<file path="src/rtl/tc_pkg.sv">
// timer/counter block: register indices, field layouts, reset values, rates
// assumes a 32-bit classic Wishbone slave with byte addresses, index = address / 4
package tc_pkg;

  localparam int ADR_W = 10;
  localparam int IDX_LSB = 2;

  // register indices; byte address is four times the index
  localparam logic [7:0] IDX_T0_LOW = 8'h8a;
  localparam logic [7:0] IDX_T1_LOW = 8'h8b;
  localparam logic [7:0] IDX_T0_HIGH = 8'h8c;
  localparam logic [7:0] IDX_T1_HIGH = 8'h8d;
  localparam logic [7:0] IDX_T2_CTRL = 8'hc8;
  localparam logic [7:0] IDX_T2_MODE = 8'hc9;
  localparam logic [7:0] IDX_RELOAD_LOW = 8'hd0;
  localparam logic [7:0] IDX_RELOAD_HIGH = 8'hd1;
  localparam logic [7:0] IDX_T2_LOW = 8'hd2;
  localparam logic [7:0] IDX_T2_HIGH = 8'hd3;
  localparam logic [7:0] IDX_IRQ_STATUS = 8'hd4;
  localparam logic [7:0] IDX_IRQ_CLEAR = 8'hd5;
  localparam logic [7:0] IDX_IRQ_ENABLE = 8'hd6;

  localparam int T01_N = 4;
  localparam logic [7:0] T01_IDX [T01_N] = '{IDX_T0_LOW, IDX_T1_LOW, IDX_T0_HIGH, IDX_T1_HIGH};
  localparam logic [7:0] BYTE_RESET = 8'h00;
  localparam logic [15:0] COUNT_RESET = 16'h0000;
  localparam logic [15:0] COUNT_MAX = 16'hffff;
  localparam logic [15:0] COUNT_STEP = 16'h0001;

  // second timer control, bit 7 down to bit 0
  typedef struct packed {
    logic overflow_flag;
    logic external_toggle_flag;
    logic serial_receive_clock_select;
    logic serial_transmit_clock_select;
    logic external_enable;
    logic run_control_bit;
    logic counter_timer_select;
    logic capture_select;
  } second_timer_control_t;

  // second timer mode, bits 1 and 0; upper bits read zero
  typedef struct packed {
    logic clock_output_enable;
    logic up_down_enable;
  } second_timer_mode_t;

  localparam second_timer_control_t CTRL_RESET = '0;
  localparam second_timer_mode_t MODE_RESET = '0;

  // interrupt status bits
  localparam int IRQ_W = 2;
  localparam int IRQ_OVERFLOW = 0;
  localparam int IRQ_SERIAL = 1;
  localparam logic [IRQ_W-1:0] IRQ_RESET = '0;

  // input rate dividers, in sys_clk cycles per count
  localparam int DIV_W = 3;
  localparam logic [DIV_W-1:0] TIMER_DIV = 3'h6;
  localparam logic [DIV_W-1:0] FAST_DIV = 3'h2;
  localparam logic [DIV_W-1:0] DIV_START = 3'h1;

endpackage : tc_pkg

</file>
<file path="src/rtl/pin_sync.sv">
// two flip-flop synchroniser, one chain per bit
// assumes inputs asynchronous to sys_clk
`timescale 1ns/1ps
module pin_sync #(
  parameter int W = 2
) (
  input wire logic sys_clk,
  input wire logic nrst,
  input wire logic [W-1:0] async_in,
  output logic [W-1:0] sync_out
);
  logic [W-1:0] meta;
  for (genvar i = 0; i < W; i++) begin : g_bit
    always_ff @(posedge sys_clk) begin
      if (!nrst) begin
        meta[i] <= 1'b0;
        sync_out[i] <= 1'b0;
      end else begin
        meta[i] <= async_in[i];
        sync_out[i] <= meta[i];
      end
    end
  end
endmodule : pin_sync

</file>
<file path="src/rtl/rate_div.sv">
// count-rate divider: one-cycle tick every TIMER_DIV or FAST_DIV cycles while run
// assumes one clock, synchronous active-low reset
`timescale 1ns/1ps
module rate_div
  import tc_pkg::*;
(
  input wire logic sys_clk,
  input wire logic nrst,
  input wire logic run,
  input wire logic fast,
  output logic tick
);
  logic [DIV_W-1:0] cnt;
  logic [DIV_W-1:0] limit;
  assign limit = fast ? FAST_DIV : TIMER_DIV;
  always_ff @(posedge sys_clk) begin
    if (!nrst || !run) begin
      cnt <= DIV_START;
      tick <= 1'b0;
    end else if (cnt >= limit) begin
      cnt <= DIV_START;
      tick <= 1'b1;
    end else begin
      cnt <= cnt + DIV_START;
      tick <= 1'b0;
    end
  end
endmodule : rate_div

</file>
<file path="src/rtl/timer_counter_with_clock_out.sv">
// timer/counter unit: 16-bit second timer with auto-reload, up/down and clock-out,
// plus the byte count registers of timers 0 and 1, on a classic Wishbone slave
// assumes one 125 MHz sys_clk, synchronous active-low reset, asynchronous pins
//
// Our own choice: the Wishbone interface to the registers.
`timescale 1ns/1ps

module timer_counter_with_clock_out
  import tc_pkg::*;
(
  input wire logic sys_clk,
  input wire logic nrst,
  input wire logic wb_cyc_i,
  input wire logic wb_stb_i,
  input wire logic wb_we_i,
  input wire logic [ADR_W-1:0] wb_adr_i,
  input wire logic [3:0] wb_sel_i,
  input wire logic [31:0] wb_dat_i,
  output logic [31:0] wb_dat_o,
  output logic wb_ack_o,
  input wire logic count_clockout_pin_in,
  output logic count_clockout_pin_out,
  output logic count_clockout_pin_oe_n,
  input wire logic direction_pin,
  input wire logic timer1_overflow,
  output logic serial_receive_tick,
  output logic serial_transmit_tick,
  output logic irq
);

  second_timer_control_t ctrl;
  second_timer_mode_t mode;
  logic [15:0] count;
  logic [15:0] next_count;
  logic [15:0] reload;
  logic [7:0] t01 [T01_N];
  logic [IRQ_W-1:0] irq_status;
  logic [IRQ_W-1:0] irq_enable;
  logic [1:0] pin_sync_q;
  logic pin_prev;
  logic pin_fall;
  logic div_tick;
  logic count_tick;
  logic count_up;
  logic wrap;
  logic clkout_mode;
  logic serial_mode;
  logic fast_rate;
  logic set_overflow;
  logic bus_hit;
  logic [7:0] idx;
  logic [7:0] wbyte;
  second_timer_control_t wctrl;
  logic wr_en;
  logic wr_count;
  logic [7:0] rd_byte;

  // pins and direction from outside the clock domain
  pin_sync #(.W(2)) u_sync (
    .sys_clk(sys_clk),
    .nrst(nrst),
    .async_in({direction_pin, count_clockout_pin_in}),
    .sync_out(pin_sync_q)
  );

  always_ff @(posedge sys_clk) begin
    if (!nrst) begin
      pin_prev <= 1'b0;
    end else begin
      pin_prev <= pin_sync_q[0];
    end
  end

  assign pin_fall = pin_prev & ~pin_sync_q[0];

  assign clkout_mode = mode.clock_output_enable & ~ctrl.counter_timer_select;
  assign serial_mode = ctrl.serial_receive_clock_select | ctrl.serial_transmit_clock_select;
  assign fast_rate = clkout_mode | serial_mode;

  rate_div u_div (
    .sys_clk(sys_clk),
    .nrst(nrst),
    .run(ctrl.run_control_bit),
    .fast(fast_rate),
    .tick(div_tick)
  );

  // source select and run gate
  assign count_tick = ctrl.run_control_bit &
                      (ctrl.counter_timer_select ? pin_fall : div_tick);

  // direction: up unless up/down is enabled, the pin is low and clock-out is off
  assign count_up = ~mode.up_down_enable | pin_sync_q[1] | clkout_mode;

  always_comb begin
    next_count = count;
    wrap = 1'b0;
    if (count_tick) begin
      if (count_up) begin
        if (count == COUNT_MAX) begin
          next_count = reload;
          wrap = 1'b1;
        end else begin
          next_count = count + COUNT_STEP;
        end
      end else if (count == reload) begin
        next_count = COUNT_MAX;
        wrap = 1'b1;
      end else begin
        next_count = count - COUNT_STEP;
      end
    end
  end

  assign set_overflow = wrap & ~clkout_mode & ~serial_mode;

  // Wishbone classic slave: ack one cycle after the request, write at the ack edge
  assign bus_hit = wb_cyc_i & wb_stb_i;
  assign idx = wb_adr_i[ADR_W-1:IDX_LSB];
  assign wbyte = wb_dat_i[7:0];
  assign wctrl = second_timer_control_t'(wbyte);
  assign wr_en = bus_hit & wb_ack_o & wb_we_i & wb_sel_i[0];
  assign wr_count = wr_en & ((idx == IDX_T2_LOW) | (idx == IDX_T2_HIGH));

  always_ff @(posedge sys_clk) begin
    if (!nrst) begin
      wb_ack_o <= 1'b0;
    end else begin
      wb_ack_o <= bus_hit & ~wb_ack_o;
    end
  end

  always_comb begin
    rd_byte = BYTE_RESET;
    case (idx)
      IDX_T2_CTRL: rd_byte = ctrl;
      IDX_T2_MODE: rd_byte = {6'h00, mode};
      IDX_RELOAD_LOW: rd_byte = reload[7:0];
      IDX_RELOAD_HIGH: rd_byte = reload[15:8];
      IDX_T2_LOW: rd_byte = count[7:0];
      IDX_T2_HIGH: rd_byte = count[15:8];
      IDX_IRQ_STATUS: rd_byte = {6'h00, irq_status};
      IDX_IRQ_ENABLE: rd_byte = {6'h00, irq_enable};
      default: begin
        for (int i = 0; i < T01_N; i++) begin
          if (idx == T01_IDX[i]) begin
            rd_byte = t01[i];
          end
        end
      end
    endcase
  end

  always_ff @(posedge sys_clk) begin
    if (!nrst) begin
      wb_dat_o <= 32'h0000_0000;
    end else if (bus_hit & ~wb_ack_o) begin
      wb_dat_o <= {24'h00_0000, rd_byte};
    end
  end

  // timers 0 and 1: byte registers, only written and read over the bus, never counted
  for (genvar i = 0; i < T01_N; i++) begin : g_t01
    always_ff @(posedge sys_clk) begin
      if (!nrst) begin
        t01[i] <= BYTE_RESET;
      end else if (wr_en && idx == T01_IDX[i]) begin
        t01[i] <= wbyte;
      end
    end
  end

  // second timer count: a software write wins over a tick in the same cycle
  always_ff @(posedge sys_clk) begin
    if (!nrst) begin
      count <= COUNT_RESET;
    end else if (wr_en && idx == IDX_T2_LOW) begin
      count <= {count[15:8], wbyte};
    end else if (wr_en && idx == IDX_T2_HIGH) begin
      count <= {wbyte, count[7:0]};
    end else begin
      count <= next_count;
    end
  end

  always_ff @(posedge sys_clk) begin
    if (!nrst) begin
      reload <= COUNT_RESET;
    end else if (wr_en && idx == IDX_RELOAD_LOW) begin
      reload <= {reload[15:8], wbyte};
    end else if (wr_en && idx == IDX_RELOAD_HIGH) begin
      reload <= {wbyte, reload[7:0]};
    end
  end

  always_ff @(posedge sys_clk) begin
    if (!nrst) begin
      mode <= MODE_RESET;
    end else if (wr_en && idx == IDX_T2_MODE) begin
      mode <= wbyte[1:0];
    end
  end

  // control: hardware set of a flag wins over a software clear
  always_ff @(posedge sys_clk) begin
    if (!nrst) begin
      ctrl <= CTRL_RESET;
    end else begin
      if (wr_en && idx == IDX_T2_CTRL) begin
        ctrl <= wbyte;
      end
      if (set_overflow) begin
        ctrl.overflow_flag <= 1'b1;
      end
      if (wrap && mode.up_down_enable && !clkout_mode) begin
        ctrl.external_toggle_flag <= (wr_en && idx == IDX_T2_CTRL) ?
          ~wctrl.external_toggle_flag : ~ctrl.external_toggle_flag;
      end
    end
  end

  // clock-out: toggle per wrap at half-rate ticks gives clk / (4 * (65536 - reload))
  always_ff @(posedge sys_clk) begin
    if (!nrst) begin
      count_clockout_pin_out <= 1'b0;
      count_clockout_pin_oe_n <= 1'b1;
    end else begin
      count_clockout_pin_oe_n <= ~clkout_mode;
      if (!clkout_mode) begin
        count_clockout_pin_out <= 1'b0;
      end else if (wrap) begin
        count_clockout_pin_out <= ~count_clockout_pin_out;
      end
    end
  end

  // serial port clocks
  always_ff @(posedge sys_clk) begin
    if (!nrst) begin
      serial_receive_tick <= 1'b0;
      serial_transmit_tick <= 1'b0;
    end else begin
      serial_receive_tick <= ctrl.serial_receive_clock_select ? wrap : timer1_overflow;
      serial_transmit_tick <= ctrl.serial_transmit_clock_select ? wrap : timer1_overflow;
    end
  end

  // interrupt status, enable and level output
  always_ff @(posedge sys_clk) begin
    if (!nrst) begin
      irq_status <= IRQ_RESET;
    end else begin
      if (wr_en && idx == IDX_IRQ_CLEAR) begin
        irq_status <= irq_status & ~wbyte[IRQ_W-1:0];
      end
      if (set_overflow) begin
        irq_status[IRQ_OVERFLOW] <= 1'b1;
      end
      if (wrap && serial_mode) begin
        irq_status[IRQ_SERIAL] <= 1'b1;
      end
    end
  end

  always_ff @(posedge sys_clk) begin
    if (!nrst) begin
      irq_enable <= IRQ_RESET;
    end else if (wr_en && idx == IDX_IRQ_ENABLE) begin
      irq_enable <= wbyte[IRQ_W-1:0];
    end
  end

  always_ff @(posedge sys_clk) begin
    if (!nrst) begin
      irq <= 1'b0;
    end else begin
      irq <= |(irq_status & irq_enable);
    end
  end

  // checks
  up_wrap_a: assert property (
    @(posedge sys_clk) disable iff (!nrst)
    count_tick && count_up && count == COUNT_MAX && !wr_count |=> count == $past(reload))
    else $error("up wrap did not load reload pair");

  down_wrap_a: assert property (
    @(posedge sys_clk) disable iff (!nrst)
    count_tick && !count_up && count == reload && !wr_count |=> count == COUNT_MAX)
    else $error("down wrap did not load all ones");

  run_gate_a: assert property (
    @(posedge sys_clk) disable iff (!nrst)
    !ctrl.run_control_bit && !wr_count |=> $stable(count))
    else $error("count moved while stopped");

  up_only_a: assert property (
    @(posedge sys_clk) disable iff (!nrst)
    count_tick && !mode.up_down_enable && count != COUNT_MAX && !wr_count
    |=> count == 16'($past(count) + COUNT_STEP))
    else $error("count did not step up");

  flag_set_a: assert property (
    @(posedge sys_clk) disable iff (!nrst)
    wrap && !clkout_mode && !serial_mode |=> ctrl.overflow_flag && irq_status[IRQ_OVERFLOW])
    else $error("overflow flag or request missing");

  flag_hold_a: assert property (
    @(posedge sys_clk) disable iff (!nrst)
    (serial_mode || clkout_mode) && !ctrl.overflow_flag && !(wr_en && idx == IDX_T2_CTRL)
    |=> !ctrl.overflow_flag)
    else $error("overflow flag set by hardware in serial or clock-out use");

  toggle_a: assert property (
    @(posedge sys_clk) disable iff (!nrst)
    wrap && mode.up_down_enable && !clkout_mode && !(wr_en && idx == IDX_T2_CTRL)
    |=> ctrl.external_toggle_flag != $past(ctrl.external_toggle_flag))
    else $error("external toggle flag did not flip");

  clock_out_a: assert property (
    @(posedge sys_clk) disable iff (!nrst)
    wrap && clkout_mode |=> count_clockout_pin_out != $past(count_clockout_pin_out)
    && !count_clockout_pin_oe_n)
    else $error("clock output did not toggle");

  half_rate_a: assert property (
    @(posedge sys_clk) disable iff (!nrst)
    div_tick && fast_rate && ctrl.run_control_bit ##1 fast_rate && ctrl.run_control_bit
    |-> !div_tick ##1 div_tick)
    else $error("clock-out rate is not half the clock");

  serial_clk_a: assert property (
    @(posedge sys_clk) disable iff (!nrst)
    wrap && ctrl.serial_receive_clock_select |=> serial_receive_tick)
    else $error("serial receive clock missed a wrap");

endmodule : timer_counter_with_clock_out

</file>
<file path="config.mk">
export PLATFORM = sky130hd
export DESIGN_NAME = timer_counter_with_clock_out
export DESIGN_NICKNAME = d
export VERILOG_FILES = /design/src/rtl/tc_pkg.sv /design/src/rtl/pin_sync.sv /design/src/rtl/rate_div.sv /design/src/rtl/timer_counter_with_clock_out.sv
export SDC_FILE = /design/constraint.sdc
export NUM_CORES = 1
export LEC_CHECK = 0
export BUFFER_PORTS_ARGS = -buffer_cell sky130_fd_sc_hd__buf_4
export CAP_MARGIN = 5
export CORE_MARGIN = 1.5
export CORE_UTILIZATION = 27
export DETAILED_ROUTE_END_ITERATION = 6
export HOLD_SLACK_MARGIN = 0.12
export SYNTH_ARGS = -nofsm -noshare
export SYNTH_HDL_FRONTEND = slang
export SYNTH_SLANG_ARGS = --single-unit
</file>
<file path="constraint.sdc">
create_clock -name sys_clk -period 3.78 [get_ports sys_clk]
set_input_delay 0.189 -clock sys_clk [delete_from_list [all_inputs] [get_ports sys_clk]]
set_output_delay 0.189 -clock sys_clk [all_outputs]
set_load 0.02 [all_outputs]
</file>
==> results.txt, run 1 <==
The run finished with clean final reports. In this run the power density over the cells is 337.2 nW/um2. The count of nets left with antenna violations once routing finished came out at 0. The total overflow left after global routing is 0. The share of cell area taken by muxes after synthesis was 0.09450; the clock group share of total power was 0.413. For the detailed-route DRC error count, the log shows 0.

For the worst-skew pair, the clock arrives at the later sink with an insertion delay of 360 ps. The analysis attributes to net switching a power of 0.0005701 W. Cell internal power was estimated by the tool at 0.001641 W. Setup violations remaining at the end of the flow were counted as 0. The proportion of synthesized flip-flops having asynchronous set or reset works out to 0.

The prevailing post-synth register cell was sky130_fd_sc_hd__dfxtp_1. Sorting the synthesized cells by area gives the leading types as sky130_fd_sc_hd__dfxtp_1 23%, sky130_fd_sc_hd__edfxtp_1 16%, sky130_fd_sc_hd__mux2i_1 5.9%, sky130_fd_sc_hd__xnor2_1 4.2%, sky130_fd_sc_hd__and2_1 3.7%. For the effective utilization at floorplan, the log shows 0.2777. Timing would allow up to 367.0 MHz. The logs give 3172 um2 for the combined area of the multi-input logic cells and 9 for the total CTS buffers. Measured along the x axis, the die boundary spans 150.7 um.

Leaving out fill and tap cells, the most frequent cells in the layout are 69 x sky130_fd_sc_hd__dfxtp_1, 58 x sky130_fd_sc_hd__nor2_1, 50 x sky130_fd_sc_hd__nand2_1. The via density per instance works out to 5.137. The maximum fanout count along the critical path was 15; the synthesized area divided by synthesized cell count was 9.367 um2. The tools report the core occupancy in the finished layout as 0.3090. The complex-gate fraction of the synthesized area came out at 0.1506.

The tools report the nature of the critical path startpoint as a flop. Across the run, the number of max-cap violations was 0. The maximum number of buffers from clock root to sink is 2. The tools report the number of design-rule violations left by the first detailed-router iteration as 448. VDD sags by at most 0.2299 mV. The tools report the initial antenna violation count as 0. Share of layout cells above drive strength 1: 0.1391. After synthesis, the largest family of logic cells by area is simple AND/OR/NAND/NOR gates. The share of synthesized cell area in and, or, nand and nor gates was 0.2138. Input and output buffers added on the ports amount to 38. Buffers added to address setup during post-CTS repair amount to 0. The global-route wire length before repair is 25.68 mm. Yosys mapped a number of flops with a built-in enable equal to 32. The first TritonRoute pass finished after 5 iterations. On the final layout, the worst clock skew is 8.518 ps. STA classifies the critical path endpoint as a flop.

For the relative slew slack, the log shows 0.2480. The floorplan step set the die height to 150.7 um. The top-area cell type share of the netlist area was 0.2344; the post-synthesis register bit count was 101. TritonCTS built the clock tree.

Entering global routing, the biggest net connects 33 pins. Category of the most critical setup path: flop to flop. The sequential fraction of the synthesis area came out at 0.3975. For this design the static power due to leakage is 2.486 nW.

The weighted congestion reported at the end of routability-driven placement was 0.8978. The run gives 3 as the maximum level of the CTS H-tree. For this run, the number of Yosys warnings is 0.

Before CTS, the worst setup slack after placement is 1121 ps. The cell sitting at the root of the clock tree is a sky130_fd_sc_hd__clkbuf_16. The minimum setup slack in the final design is 1056 ps, and the signal arrival time at the worst endpoint is 3020 ps.

Counting every sink on the clock net gives 101. The actual slew at the worst max-slew pin was 1127 ps. The total global routing track utilization was 0.1498; the portion of total power attributed to combinational logic was 0.071. The via count of the first global-routing pass was 4496; the total negative slack was 0 ps. The detailed router placed 4736 vias in this run.

The number of antenna diodes in the final layout is 0. The total I/O pin count was 92; the fraction of power consumed by sequential logic was 0.516. The growth of design area from synthesis to finish was 11.30%; the number of fill cells was 2282. The share of total power consumed by net switching was 0.2578.

The commonest non-fill, non-tap cell in the layout is sky130_fd_sc_hd__dfxtp_1. The area of the core region is 21220 um2, and the number of max-slew violations in the final report is 0. The share of the synthesized netlist area taken by xor and xnor gates was 0.05351; the detailed-placement wirelength estimate was 11.30 mm. Row generation in the floorplan step produced 53 rows. The path class of the tightest hold or removal check is primary input to flop. The mean routed wirelength per cell is 17.58 um, and the cell count after synthesis is 629.

The post-CTS clock slew at the launch and capture registers of the worst setup and hold paths works out to 80 ps. The tools report the sequential cell area in the final layout as 2342 um2. Net count of the finished layout: 701. The arithmetic-cell share of the synthesized area counting full adders, half adders and majority gates works out to 0.01062. The biggest area contributor in the post-synthesis netlist is sky130_fd_sc_hd__dfxtp_1. Setup repair after global routing left no endpoint under its margin. After synthesis, the netlist uses 72 different library cells. The floorplan step defined a die boundary enclosing 22720 um2.

Data on the critical path is required at its endpoint by 4080 ps. The post-layout minimum cycle time is 2724 ps. In this run the cell area of the synthesized design comes to 5892 um2. The tools report the count of endpoints failing hold in the final timing report as 0. The post-route clock period utilization came out at 0.7208. Wires add up to 16.21 mm.
[sequential cells by signal, summed over array words and instances, names as in the netlist]
register                 count
count_clockout_pin_oe_n      1
ctrl                         8
u_div.tick                   1
irq                          1
mode                         2
count_clockout_pin_out       1
count                       16
t01                         32
irq_enable                   2
u_sync.meta                  2
serial_receive_tick          1
irq_status                   2
pin_prev                     1
u_sync.sync_out              2
u_div.cnt                    3
reload                      16
wb_ack_o                     1
wb_dat_o                     8
serial_transmit_tick         1
[power by group through the flow]
stage | registers, W | clock network (W) | logic, W
after global routing | 0.00114 | 0.000978 | 0.000168
after global placement | 0.00117 | 0 | 0.000153
after CTS | 0.00114 | 0.000930 | 0.000156
final | 0.00114 | 0.000913 | 0.000156
after floorplan | 0.00117 | 0 | 0.0000990
after detailed placement | 0.00117 | 0 | 0.000153
[synthesized netlist by cell type, types with 5 or more instances]
| cell | number |
|---|---|
| sky130_fd_sc_hd__nor3_1 | 14 |
| sky130_fd_sc_hd__o2bb2ai_1 | 5 |
| sky130_fd_sc_hd__nor4_1 | 8 |
| sky130_fd_sc_hd__xnor2_1 | 28 |
| sky130_fd_sc_hd__a31oi_1 | 10 |
| sky130_fd_sc_hd__nand3_1 | 16 |
| sky130_fd_sc_hd__buf_4 | 29 |
| sky130_fd_sc_hd__a22oi_1 | 22 |
| sky130_fd_sc_hd__inv_1 | 13 |
| sky130_fd_sc_hd__a221oi_1 | 6 |
| sky130_fd_sc_hd__mux2i_1 | 35 |
| sky130_fd_sc_hd__xor2_1 | 8 |
| sky130_fd_sc_hd__mux4_2 | 6 |
| sky130_fd_sc_hd__nand4_1 | 10 |
| sky130_fd_sc_hd__ha_1 | 5 |
| sky130_fd_sc_hd__nor2b_1 | 5 |
| sky130_fd_sc_hd__a21oi_1 | 23 |
| sky130_fd_sc_hd__buf_2 | 20 |
| sky130_fd_sc_hd__o22ai_1 | 5 |
| sky130_fd_sc_hd__o21ai_0 | 21 |
| sky130_fd_sc_hd__edfxtp_1 | 32 |
| sky130_fd_sc_hd__nand2_1 | 50 |
| sky130_fd_sc_hd__nor2_1 | 58 |
| sky130_fd_sc_hd__dfxtp_1 | 69 |
| sky130_fd_sc_hd__and2_1 | 35 |
| sky130_fd_sc_hd__clkbuf_1 | 15 |
[through the flow]
stage	power [W]	cell area [um2]	hold slack, ps	std cells
2_1_floorplan	0.001273	5978	316.3	652
3_3_place_gp	0.001320	6245	403.5	903
3_5_place_dp	0.001320	6245	414.4	903
4_1_cts	0.002228	6558	126.5	922
5_1_grt	0.002290	6558	158.5	922
6_report	0.002211	6558	134.6	922
[critical path, stage by stage (launching register included)]
cell and delay [ps]:
sky130_fd_sc_hd__dfxtp_1 600, sky130_fd_sc_hd__ha_1 290, sky130_fd_sc_hd__nand3_1 170, sky130_fd_sc_hd__nor4_2 460, sky130_fd_sc_hd__and2b_2 420, sky130_fd_sc_hd__nand2_2 140
sky130_fd_sc_hd__or4_1 510, sky130_fd_sc_hd__nand3_1 90
[layout make-up]
| type | count | area share |
|---|---|---|
| multi-input combinational | 469 | 0.4837 |
| sequential | 101 | 0.3572 |
| timing repair buffer | 48 | 0.05610 |
| tap | 275 | 0.05247 |
| clock buffer | 9 | 0.03434 |
| clock inverter | 7 | 0.008777 |
| inverter | 13 | 0.007441 |
[final timing paths]
path / start / endpoint / slack (ps) / depth (start not counted)
worst min-delay path: wb_cyc_i / wb_ack_o / 130 / 3
worst max-delay path: count[0] / count_clockout_pin_out / 1060 / 7
worst max register to register: count[0] / count_clockout_pin_out / 1060 / 7
worst min register to register: u_div.cnt[0] / u_div.cnt[0] / 430 / 1
[per-layer routing]
layer,vias to the layer above,global-route usage,part of all wire
li1,2268,-,-
met1,2296,0.2085,0.47
met2,148,0.2299,0.46
met3,24,0.02758,0.055
met4,0,0.05485,0.021
met5,-,0,0
[cell families after synthesis]
group | Yosys count
adder cells (fa/ha/maj) | 5
XOR/XNOR | 36
multiplexers | 46
flip-flops | 101
AO/OA/AOI/OAI | 126
buffers and inverters | 82
other | 1
AND/OR/NAND/NOR | 232
[what timing repair did]
item,in CTS,in global routing
resized for setup,0,0
hold buffers,3,0
endpoints found under the hold margin,3,0
Note: power is estimated with default switching activity, not from simulation.
==> inputs of run 2 (changes only) <==
==> constraint.sdc (replaced) <==
create_clock -name sys_clk -period 2.8 [get_ports sys_clk]
set_input_delay 0.14 -clock sys_clk [delete_from_list [all_inputs] [get_ports sys_clk]]
set_output_delay 0.14 -clock sys_clk [all_outputs]
set_load 0.02 [all_outputs]
==> results.txt, run 2 (same netlist as run 1, synthesis figures left out) <==
The minimum setup slack among reg-to-reg paths is 390 ps (was 1060 ps). Setup repair after global routing left no endpoint under its margin. The run gives 0 ps (unchanged) as the total negative slack. The post-detailed-routing wire length came out at 16.49 mm (was 16.21 mm).

The tools report the design internal power as 0.002413 W (was 0.001641 W). Top Registers: t01 (32), count (16), reload (16) (unchanged). The die height is 150.7 um (unchanged).

The logs give 4536 (was 4496) for the via count of the first global-routing pass and 0.068 (was 0.071) for the portion of total power attributed to combinational logic. The cell with the biggest individual delay on the critical path is sky130_fd_sc_hd__dfxtp_1 (unchanged). The clock group share of total power was 0.444 (was 0.413). The maximum fanout count along the critical path is 15 (unchanged), and the weighted congestion reported at the end of routability-driven placement is 0.8681 (was 0.8978).

The maximum clock skew at final layout is 8.442 ps (was 8.518 ps), and the post-route clock period utilization is 0.8590 (was 0.7208). TritonCTS built the clock tree. The endpoint of the lowest-slack register-to-register path is count_clockout_pin_out (unchanged). For the minimum setup slack in the final design, the log shows 394.7 ps (was 1056 ps). The switching power total came out at 0.0007467 W (was 0.0005701 W). Share of layout cells above drive strength 1: 0.1566 (was 0.1391).

Worst-case vdd ir drop: 0.2908 mV (was 0.2299 mV). The flow ran to the end, and the final reports show no timing, DRC or antenna violations. The relative slew slack was 0.4966 (was 0.2480); the worst setup slack after placement was 444.6 ps (was 1121 ps). For the number of max-slew violations in the final report, the log shows 0 (unchanged). The run gives 0 (unchanged) as the detailed-route DRC error count. Nature of the critical path startpoint: a flop (unchanged). Cell at the root of the clock tree: sky130_fd_sc_hd__clkbuf_16 (unchanged).

The post-layout minimum cycle time is 2405 ps (was 2724 ps). The category of the most critical setup path was flop to flop (unchanged). The logs give 0.488 (was 0.516) for the fraction of power consumed by sequential logic and 11.46 mm (was 11.30 mm) for the detailed-placement wirelength estimate. Antenna diode count: 0 (unchanged). For the final setup violation count, the log shows 0 (unchanged).

The number of flip-flops in the largest register was 32 (unchanged). The areal power density over the cells came out at 468.5 nW/um2 (was 337.2 nW/um2). For the remaining global-route overflow, the log shows 0 (unchanged). For the signal arrival time at the worst endpoint, the log shows 2700 ps (was 3020 ps). The mean routed wirelength per cell is 17.56 um (was 17.58 um). The tools report the total global routing track utilization as 0.1514 (was 0.1498).

The number of violations of the max-capacitance limit is 0 (unchanged), and the static leakage is 2.598 nW (was 2.486 nW). The maximum level of the CTS H-tree was 3 (unchanged); the overall via count from detail_route was 4793 (was 4736). The total CTS buffers is 9 (unchanged). Source of the worst register-to-register timing path: count[4] (was count[0]).

The number of design-rule violations left by the first detailed-router iteration is 350 (was 448), and the global-route wire length before repair is 26.04 mm (was 25.68 mm). The TritonCTS sink count is 101 (unchanged), and the number of cells on the worst hold path is 3 (unchanged). The via density per instance is 5.104 (was 5.137), and the actual slew at the worst max-slew pin is 750.1 ps (was 1127 ps).

The quantity of I/O buffers inserted on ports was 38 (unchanged). The count of endpoints failing hold in the final timing report was 0 (unchanged); the post-CTS clock slew at the launch and capture registers of the worst setup and hold paths was 70 ps (was 80 ps). The standard-cell row count is 53 (unchanged), and the timing-limited maximum frequency is 415.7 MHz (was 367.0 MHz). Cells along the critical path: nand3_4, nor4_2, and2b_2, nand2_2, or4_1, nand3_1 (was ha_1, nand3_1, nor4_2, and2b_2, nand2_2, or4_1, nand3_1).

Largest incremental delay on the critical path: 620 ps (was 600 ps). The class of the tightest hold or removal check is primary input to flop (unchanged). The number of cells on the worst reg-to-reg path works out to 6 (was 7). The logs give 3090 ps (was 4080 ps) for the required time of the critical path and 5 (unchanged) for the number of iterations in the first detailed-routing pass. The post-CTS setup buffer count came out at 0 (unchanged). The area of the core region was 21220 um2 (unchanged). The insertion delay of the later-clocked pin in the worst-skew pair was 350 ps (was 360 ps). Launch point of the worst hold path: wb_dat_i[3] (was wb_cyc_i).

The end point of the most critical hold path is ctrl[3] (was wb_ack_o). The launching instance or port of the critical path is count[4] (was count[0]). The tools report the net count of the finished layout as 718 (was 701). The commonest non-fill, non-tap cell in the layout was sky130_fd_sc_hd__dfxtp_1 (unchanged). For the post-cts repair resize count, the log shows 0 (unchanged). The die span in x is 150.7 um (unchanged), and the pin count of the biggest net entering global routing is 48 (was 33).

The tightest hold margin is 135.3 ps (was 134.6 ps), and the share of total power consumed by net switching is 0.2363 (was 0.2578). The run gives 92 (unchanged) as the total I/O pin count. For the count of nets left with antenna violations after detail routing, the log shows 0 (unchanged). The maximum number of buffers from clock root to sink is 2 (unchanged).

The tools report the nature of the critical path endpoint as a flop (unchanged). The top register by number of flip-flops was t01 (unchanged). Initial antenna violation count: 0 (unchanged). The total die area is 22720 um2 (unchanged), and the growth of design area from synthesis to finish is 14.44% (was 11.30%). Most used cells in the layout excluding fill and tap cells: 69 x sky130_fd_sc_hd__dfxtp_1, 60 x sky130_fd_sc_hd__buf_4, 58 x sky130_fd_sc_hd__nor2_1 (was 69 x sky130_fd_sc_hd__dfxtp_1, 58 x sky130_fd_sc_hd__nor2_1, 50 x sky130_fd_sc_hd__nand2_1).

The tools report the core occupancy in the finished layout as 0.3177 (was 0.3090). The tools report the effective utilization at floorplan as 0.2777 (unchanged).
## run 2: layout make-up
| cell class | instances | area [um2] |
|---|---|---|
| fillers | 2247 | 14480 |
| repair buffers | 65 | 500.5 |
| flip-flops and latches | 101 | 2342 |
| inverters | 13 | 48.80 |
| clock inverters | 4 | 56.30 |
| multi-input cells | 469 | 3172 |
| well taps | 275 | 344.1 |
| clock buffers | 12 | 279.0 |
## run 2: per-stage QoR
stage,cells,area [um2],power (W)
floorplan,652,5978,0.001718
global placement,918,6357,0.001781
detailed placement,918,6357,0.001783
CTS,939,6743,0.003188
global route,939,6743,0.003268
finish,939,6743,0.003159
## run 2: critical path, delay by kind of cell, from the launching register on
family,cells,cell delay [ps]
flip-flops,1,620
AND/OR/NAND/NOR,6,1720
## run 2: repair_timing
action,CTS,global route
endpoints found under the hold margin,4,0
endpoints found under the setup margin,0,0
hold buffers,5,0
## run 2: metal layers
metal,up-vias,track usage,routed length (um)
met5,-,0,0
met4,0,0.05680,370
met3,29,0.01939,1042
met2,187,0.2429,7626
met1,2276,0.2070,7450
li1,2301,-,-
## run 2: worst max path at each step
stage,endpoint,slack [ps]
finish,count_clockout_pin_out,390
detailed placement,count_clockout_pin_out,440
global route,count_clockout_pin_out,260
global placement,count_clockout_pin_out,450
floorplan,t01[1][0],810
CTS,count_clockout_pin_out,410
## run 2: power groups by stage
stage,Clock (W),Sequential (W),Combinational [W]
CTS,0.00143,0.00154,0.000213
finish,0.00140,0.00154,0.000214
global route,0.00149,0.00154,0.000229
detailed placement,0,0.00158,0.000207
global placement,0,0.00158,0.000206
floorplan,0,0.00158,0.000134
